**src/rtl/status_led_pkg.sv**
```systemverilog
// Purpose: Shared constants for the front-panel diagnostic lamp driver.
// Assumes: 200 MHz system clock.
// Notes: State codes and blink timing live here.
`default_nettype none
package status_led_pkg;

   // ----------------------------------------------------------------
   // Clock and timing
   // ----------------------------------------------------------------
   // System clock period in picoseconds.
   localparam int unsigned CLK_PERIOD_PS = 5000;
   // Flashing half period in milliseconds (on 200 ms, off 200 ms).
   localparam int unsigned FLASH_HALF_MS = 200;
   // Flicker half period in milliseconds (on 50 ms, off 50 ms).
   localparam int unsigned FLICKER_HALF_MS = 50;
   // Cycles in one flashing half period.
   localparam int unsigned FLASH_HALF_CYCLES =
      (FLASH_HALF_MS * 1000 * 1000) / (CLK_PERIOD_PS / 1000);
   // Cycles in one flicker half period.
   localparam int unsigned FLICKER_HALF_CYCLES =
      (FLICKER_HALF_MS * 1000 * 1000) / (CLK_PERIOD_PS / 1000);
   // Single flash: one lit slot out of this many flashing half periods.
   localparam int unsigned SINGLE_SLOTS = 6;

   // ----------------------------------------------------------------
   // Slave state machine state codes
   // ----------------------------------------------------------------
   // Encoded state as delivered by the state machine.
   localparam logic [3:0] ST_INIT = 4'h1;
   localparam logic [3:0] ST_PREOP = 4'h2;
   localparam logic [3:0] ST_BOOT = 4'h3;
   localparam logic [3:0] ST_SAFEOP = 4'h4;
   localparam logic [3:0] ST_OP = 4'h8;

   // Reset values of the lamps.
   localparam logic LAMP_RESET = 1'b0;
   // Reset value of the safe-output flag: safe until the state says otherwise.
   localparam logic SAFE_RESET = 1'b1;

   // Lamp pattern selection, one-hot.
   typedef enum logic [4:0] {
      PAT_OFF = 5'b00001,
      PAT_FLASH = 5'b00010,
      PAT_SINGLE = 5'b00100,
      PAT_ON = 5'b01000,
      PAT_FLICKER = 5'b10000
   } pattern_e;

endpackage
`default_nettype wire

```
**src/rtl/status_led_indicator.sv**
```systemverilog
// Purpose: Drives the four front-panel diagnostic lamps of the encoder input module.
// Assumes: 200 MHz clock; period, error and state inputs come from same-clock logic;
//          the reference mark input comes from a pin.
// Notes: Every lamp output is a flip-flop.
`timescale 1ns/1ps
`default_nettype none
module status_led_indicator
#(
   parameter int unsigned FLASH_CYCLES = status_led_pkg::FLASH_HALF_CYCLES,
   parameter int unsigned FLICKER_CYCLES = status_led_pkg::FLICKER_HALF_CYCLES,
   parameter int unsigned SINGLE_SLOTS = status_led_pkg::SINGLE_SLOTS
)
(
   input wire logic clk,
   input wire logic rst_n,
   input wire logic period_counted,
   input wire logic ref_mark,
   input wire logic pdo_error,
   input wire logic [3:0] slave_state,
   output logic period_lamp,
   output logic ref_lamp,
   output logic error_lamp,
   output logic run_lamp,
   output logic outputs_safe
);
   import status_led_pkg::*;

   // ----------------------------------------------------------------
   // Parameter checks
   // ----------------------------------------------------------------
   // Single flash needs at least one dark slot after the lit one, and the
   // slot counter is eight bits wide; other values are refused at elaboration.
   if (SINGLE_SLOTS < 2 || SINGLE_SLOTS > 255)
   begin
      $error("status_led_indicator: SINGLE_SLOTS must be 2 to 255");
   end

   // ----------------------------------------------------------------
   // Time base
   // ----------------------------------------------------------------
   // One-cycle ticks marking flash and flicker half periods.
   logic flash_tick;
   logic flicker_tick;

   blink_timebase #(
      .FLASH_CYCLES(FLASH_CYCLES),
      .FLICKER_CYCLES(FLICKER_CYCLES)
   ) u_timebase (
      .clk(clk),
      .rst_n(rst_n),
      .flash_tick(flash_tick),
      .flicker_tick(flicker_tick)
   );

   // ----------------------------------------------------------------
   // Reference input synchroniser
   // ----------------------------------------------------------------
   // The first stage is read only by the second stage.
   logic ref_meta;
   logic ref_sync;

   // Two flip-flops bring the pin into the clock domain.
   always_ff @(posedge clk or negedge rst_n)
   begin
      if (!rst_n)
      begin
         ref_meta <= 1'b0;
         ref_sync <= 1'b0;
      end
      else
      begin
         ref_meta <= ref_mark;
         ref_sync <= ref_meta;
      end
   end

   // ----------------------------------------------------------------
   // Pattern phases
   // ----------------------------------------------------------------
   // Square-wave phases and the single-flash slot counter.
   logic flash_phase;
   logic next_flash_phase;
   logic flicker_phase;
   logic next_flicker_phase;
   logic [7:0] slot;
   logic [7:0] next_slot;

   // Next phases: each tick flips its square wave; the flash tick also steps the slot.
   always_comb
   begin
      next_flash_phase = flash_phase;
      next_flicker_phase = flicker_phase;
      next_slot = slot;
      if (flash_tick)
      begin
         next_flash_phase = !flash_phase;
         if (slot == 8'(SINGLE_SLOTS - 1))
         begin
            next_slot = 8'h00;
         end
         else
         begin
            next_slot = slot + 8'h01;
         end
      end
      if (flicker_tick)
      begin
         next_flicker_phase = !flicker_phase;
      end
   end

   // Phase registers.
   always_ff @(posedge clk or negedge rst_n)
   begin
      if (!rst_n)
      begin
         flash_phase <= 1'b0;
         flicker_phase <= 1'b0;
         slot <= 8'h00;
      end
      else
      begin
         flash_phase <= next_flash_phase;
         flicker_phase <= next_flicker_phase;
         slot <= next_slot;
      end
   end

   // ----------------------------------------------------------------
   // State decode
   // ----------------------------------------------------------------
   // Maps the state code to a lamp pattern; unknown codes show dark,
   // which is the least misleading answer for an operator.
   function automatic pattern_e decode_state(input logic [3:0] code);
      pattern_e pat;
      pat = PAT_OFF;
      if (code == ST_PREOP)
      begin
         pat = PAT_FLASH;
      end
      else if (code == ST_SAFEOP)
      begin
         pat = PAT_SINGLE;
      end
      else if (code == ST_OP)
      begin
         pat = PAT_ON;
      end
      else if (code == ST_BOOT)
      begin
         pat = PAT_FLICKER;
      end
      return pat;
   endfunction

   pattern_e pattern;

   // ----------------------------------------------------------------
   // Lamp logic
   // ----------------------------------------------------------------
   logic next_period_lamp;
   logic next_ref_lamp;
   logic next_error_lamp;
   logic next_run_lamp;
   logic next_outputs_safe;

   // Next lamp values from the pattern, phases and status inputs.
   always_comb
   begin
      pattern = decode_state(slave_state);
      next_period_lamp = period_lamp ^ period_counted;
      next_ref_lamp = ref_sync;
      next_error_lamp = pdo_error;
      next_outputs_safe = (pattern != PAT_ON);
      case (pattern)
         PAT_OFF: next_run_lamp = 1'b0;
         PAT_FLASH: next_run_lamp = flash_phase;
         PAT_SINGLE: next_run_lamp = (slot == 8'h00);
         PAT_ON: next_run_lamp = 1'b1;
         PAT_FLICKER: next_run_lamp = flicker_phase;
         default: next_run_lamp = 1'b0;
      endcase
   end

   // Lamp registers; outputs come straight from these.
   always_ff @(posedge clk or negedge rst_n)
   begin
      if (!rst_n)
      begin
         period_lamp <= LAMP_RESET;
         ref_lamp <= LAMP_RESET;
         error_lamp <= LAMP_RESET;
         run_lamp <= LAMP_RESET;
         outputs_safe <= SAFE_RESET;
      end
      else
      begin
         period_lamp <= next_period_lamp;
         ref_lamp <= next_ref_lamp;
         error_lamp <= next_error_lamp;
         run_lamp <= next_run_lamp;
         outputs_safe <= next_outputs_safe;
      end
   end
endmodule
`default_nettype wire

```
**src/rtl/blink_timebase.sv**
```systemverilog
// Purpose: Prescaler producing the slow tick for flash and the fast tick for flicker.
// Assumes: Single clock domain, asynchronous active-low reset.
// Notes: Counts are parameters so a simulation can shorten them.
`timescale 1ns/1ps
`default_nettype none
module blink_timebase
#(
   parameter int unsigned FLASH_CYCLES = status_led_pkg::FLASH_HALF_CYCLES,
   parameter int unsigned FLICKER_CYCLES = status_led_pkg::FLICKER_HALF_CYCLES
)
(
   input wire logic clk,
   input wire logic rst_n,
   output logic flash_tick,
   output logic flicker_tick
);
   import status_led_pkg::*;

   // ----------------------------------------------------------------
   // Prescale counters
   // ----------------------------------------------------------------
   // Both counters are 32 bits wide, ample for any sensible period.
   logic [31:0] flash_cnt;
   logic [31:0] next_flash_cnt;
   logic [31:0] flick_cnt;
   logic [31:0] next_flick_cnt;
   logic next_flash_tick;
   logic next_flicker_tick;

   // Flicker must be faster than flashing; refused at elaboration.
   if (FLICKER_CYCLES < 1 || FLASH_CYCLES <= FLICKER_CYCLES)
   begin
      $error("blink_timebase: flicker period must be shorter than flash");
   end

   // Next-value logic: each counter wraps and emits a one-cycle tick.
   always_comb
   begin
      next_flash_tick = 1'b0;
      next_flicker_tick = 1'b0;
      next_flash_cnt = flash_cnt + 32'h00000001;
      next_flick_cnt = flick_cnt + 32'h00000001;
      if (flash_cnt == 32'(FLASH_CYCLES - 1))
      begin
         next_flash_cnt = 32'h00000000;
         next_flash_tick = 1'b1;
      end
      if (flick_cnt == 32'(FLICKER_CYCLES - 1))
      begin
         next_flick_cnt = 32'h00000000;
         next_flicker_tick = 1'b1;
      end
   end

   // Registers only.
   always_ff @(posedge clk or negedge rst_n)
   begin
      if (!rst_n)
      begin
         flash_cnt <= 32'h00000000;
         flick_cnt <= 32'h00000000;
         flash_tick <= 1'b0;
         flicker_tick <= 1'b0;
      end
      else
      begin
         flash_cnt <= next_flash_cnt;
         flick_cnt <= next_flick_cnt;
         flash_tick <= next_flash_tick;
         flicker_tick <= next_flicker_tick;
      end
   end
endmodule
`default_nettype wire

```
**config.mk**
```make
export PLATFORM = sky130hd
export DESIGN_NAME = status_led_indicator
export DESIGN_NICKNAME = d
export VERILOG_FILES = /design/src/rtl/status_led_pkg.sv /design/src/rtl/status_led_indicator.sv /design/src/rtl/blink_timebase.sv
export SDC_FILE = /design/constraint.sdc
export NUM_CORES = 1
export LEC_CHECK = 0
export ABC_AREA = 1
export BUFFER_PORTS_ARGS = -buffer_cell sky130_fd_sc_hd__buf_4
export CAP_MARGIN = 20
export CORE_MARGIN = 5
export CORE_UTILIZATION = 30
export DETAILED_ROUTE_END_ITERATION = 8
export GPL_TIMING_DRIVEN = 0
export PLACE_DENSITY = 0.48
export SLEW_MARGIN = 20
export SYNTH_ARGS = -nofsm -noshare
export SYNTH_HDL_FRONTEND = slang
export SYNTH_SLANG_ARGS = --single-unit
```
**constraint.sdc**
```tcl
create_clock -name clk -period 1.78 [get_ports clk]
set_input_delay 0.356 -clock clk [delete_from_list [all_inputs] [get_ports clk]]
set_output_delay 0.356 -clock clk [all_outputs]
set_load 0.02 [all_outputs]
```
==> impl_metrics.tcl <==
set metrics [dict create \
    maxSlewHeadroom_pct 47.3 \
    worst_slew_pin_slew_ps 791 \
    numCtsBuffers 9 \
    setup_violations 0 \
    drt_iter0_drc 236 \
    grt_pass1_vias 3890 \
    drt_pre_antenna_iters 5 \
    grt_overflow 0 \
    coreArea_um2 15800 \
    via_count 4036 \
    postCtsSetupBuffers 0 \
    power_density_nw_per_um2 739 \
    drc 0 \
    via_per_inst 4.41 \
    place_congestion 0.900 \
    antenna_found_initial 0 \
    syn_area_um2 4820 \
    max_freq_mhz 605 \
    peakVddDrop_mv 0.450 \
    nFillCells 1673 \
    cts_tree "built" \
    insertion_delay_ps 350 \
    min_path_type "in2async" \
    fp.dieH_um 137 \
    syn_nets 685 \
    dp_hpwl_um 8610 \
    worstSetupEndpointType "flip-flop" \
    num_io_pins 14 \
    grt_pass1_wl_um 19200 \
    start_kind "flip-flop" \
    ant_nets 0 \
    avgSynthCellArea_um2 7.18 \
    yosysWarnings 0 \
    grt_max_degree 84 \
    clk_path_buf_depth 2 \
    critPathKind "reg2reg" \
    cts_hold_buf 0 \
    ys_types 27 \
    root_buffer "clkbuf_16" \
    die_x_um 137 \
    wl_per_cell_um 12.3 \
    areaGrowthSynthToFinish_pct 14.6 \
    fin_crit_ps 1650 \
    yosys_register_bits 83 \
    synthCells 671 \
    clk_pin_slew_ps 60 \
    cp_data_required_time_ps 2020 \
    track_usage_pct 13.2 \
    routed_wl_um 11300 \
    fin_tns_setup_ps 0 \
    std_cell_rows 46 \
    register_area_um2 2080 \
    drv_slew 0 \
    status "finished, final reports clean" \
    setup_ws_ps 128 \
    n_antenna_cell 0 \
    seq_area_frac_synth_pct 43.1 \
    multi_input_area_um2 2320 \
    fin_crit_sh_pct 92.8 \
    io_buffers 13 \
    dp_slack_ps 49.3 \
    cp_max_fo 10 \
    skew_ps 7.85 \
    final_layout_size_suffix_gt1_share_pct 10.1 \
    start_util_pct 30.4 \
    leakage_nw 2.64 \
    drv_cap 0 \
    nets 709 \
    rsz0062_at_grt "false" \
    hold_viol_final 0 \
    cts_sinks 83 \
    holdWs_ps 79.9 \
    die_area_um2 18700 \
    h-tree-depth 3 \
    cp.arrival_ps 1890 \
]
==> kinds of logic after synthesis <==
family	Yosys count	synth area share [%]
AND/OR/NAND/NOR	430	39.2
adder cells (fa/ha/maj)	5	1.30
flip-flops	83	43.1
XOR/XNOR	37	6.73
buffers and inverters	110	8.86
AO/OA/AOI/OAI	6	0.727
==> power breakdown <==
part,internal (mW),total [mW],switching (mW)
registers,1.90,1.91,0.00972
clock network,1.24,2.06,0.821
logic,0.0374,0.111,0.0735
==> state kept, by name (all words and copies together), names as in the netlist <==
name and cells:
u_timebase.flick_cnt 32, error_lamp 1, ref_lamp 1, flicker_phase 1, u_timebase.flicker_tick 1, next_ref_lamp 1
run_lamp 1, flash_phase 1, ref_meta 1, u_timebase.flash_cnt 32, u_timebase.flash_tick 1, period_lamp 1
outputs_safe 1, slot 8
==> cells in the final DEF (no fill, tap or decap), types with 2 or more instances in the layout <==
cell,count
nand2_1,186
nor2_1,128
inv_1,105
dfrtp_1,80
nand3_1,50
xor2_1,29
nand4_1,22
buf_4,13
nor2_2,12
nand2_2,10
nor3_1,10
clkbuf_16,9
xnor2_1,8
nor2_4,7
ha_1,4
o21ai_0,3
clkinvlp_4,3
nand2_4,2
buf_6,2
bufinv_16,2
dfrtp_2,2
==> through the flow <==
stage	std cells	power (mW)	cell area, um2	util (%)
6_report	916	4.08	5520	34.9
5_1_grt	916	4.25	5520	34.9
4_1_cts	916	4.16	5510	34.8
3_5_place_dp	900	2.06	5180	32.8
3_3_place_gp	900	2.06	5180	32.8
2_1_floorplan	671	1.98	4820	-
==> final cells by class <==
type,instances,area share [%]
plain buffers,3,0.431
clock buffers,9,4.08
clock inverters,7,1.81
inverters,107,7.30
multi-input cells,478,42.0
flip-flops and latches,83,37.7
well taps,216,4.89
repair buffers,13,1.84
==> worst paths after layout <==
check | from | end | slack [ps] | depth (start not counted)
max | u_timebase.flick_cnt[0]$_DFF_PN0_ | u_timebase.flick_cnt[23]$_DFF_PN0_ | 130 | 7
min | rst_n | u_timebase.flash_cnt[29]$_DFF_PN0_ | 80 | 1
max reg2reg | u_timebase.flick_cnt[0]$_DFF_PN0_ | u_timebase.flick_cnt[23]$_DFF_PN0_ | 130 | 7
min reg2reg | ref_meta$_DFF_PN0_ | next_ref_lamp$_DFF_PN0_ | 350 | 0
max in group asynchronous | rst_n | u_timebase.flick_cnt[0]$_DFF_PN0_ | 1130 | 1
min in group clk | pdo_error | error_lamp$_DFF_PN0_ | 110 | 1
==> metal layers <==
| layer | routed length, um | vias to the layer above | GRT usage (%) |
|---|---|---|---|
| met5 | 0 | - | 0 |
| met4 | 184 | 0 | 4.20 |
| met3 | 514 | 14 | 3.16 |
| met2 | 4800 | 67 | 19.9 |
| met1 | 5770 | 1865 | 18.6 |
| li1 | - | 2090 | - |
==> worst max-delay path, stage by stage, from the launching register on <==
cell and delay [ps]:
dfrtp_2 420, ha_2 240, inv_1 100, nor2_8 190, nand3_1 110, nor2_2 190
buf_4 220, nor2_1 60
==> synth_stat cells <==
cell,count,area (um2)
nand3b_1,1,7.51
dfstp_2,1,26.3
buf_6,1,11.3
nand2_1,186,698
inv_2,1,3.75
nor2_1,129,484
o21a_1,1,7.51
xnor2_1,8,70.1
dfrtp_1,82,2050
xor2_1,29,254
clkinv_2,1,5.00
nor3_1,10,50.1
ha_1,5,62.6
nor2_2,11,68.8
o21bai_1,1,7.51
o21ai_0,3,15.0
nand4_1,22,138
nor2_4,7,78.8
buf_2,1,5.00
nand2_2,10,62.6
a21oi_1,1,5.00
nor2_8,1,20.0
nand2_4,2,22.5
nand3_1,50,250
nand3_2,1,10.0
buf_4,1,7.51
inv_1,105,394
==> timing repair <==
action	4_1_cts	5_1_grt
endpoints found under the setup margin	0	12
hold endpoints to repair	0	0
gates resized for setup	0	4
(Power assumes the default switching activity.)
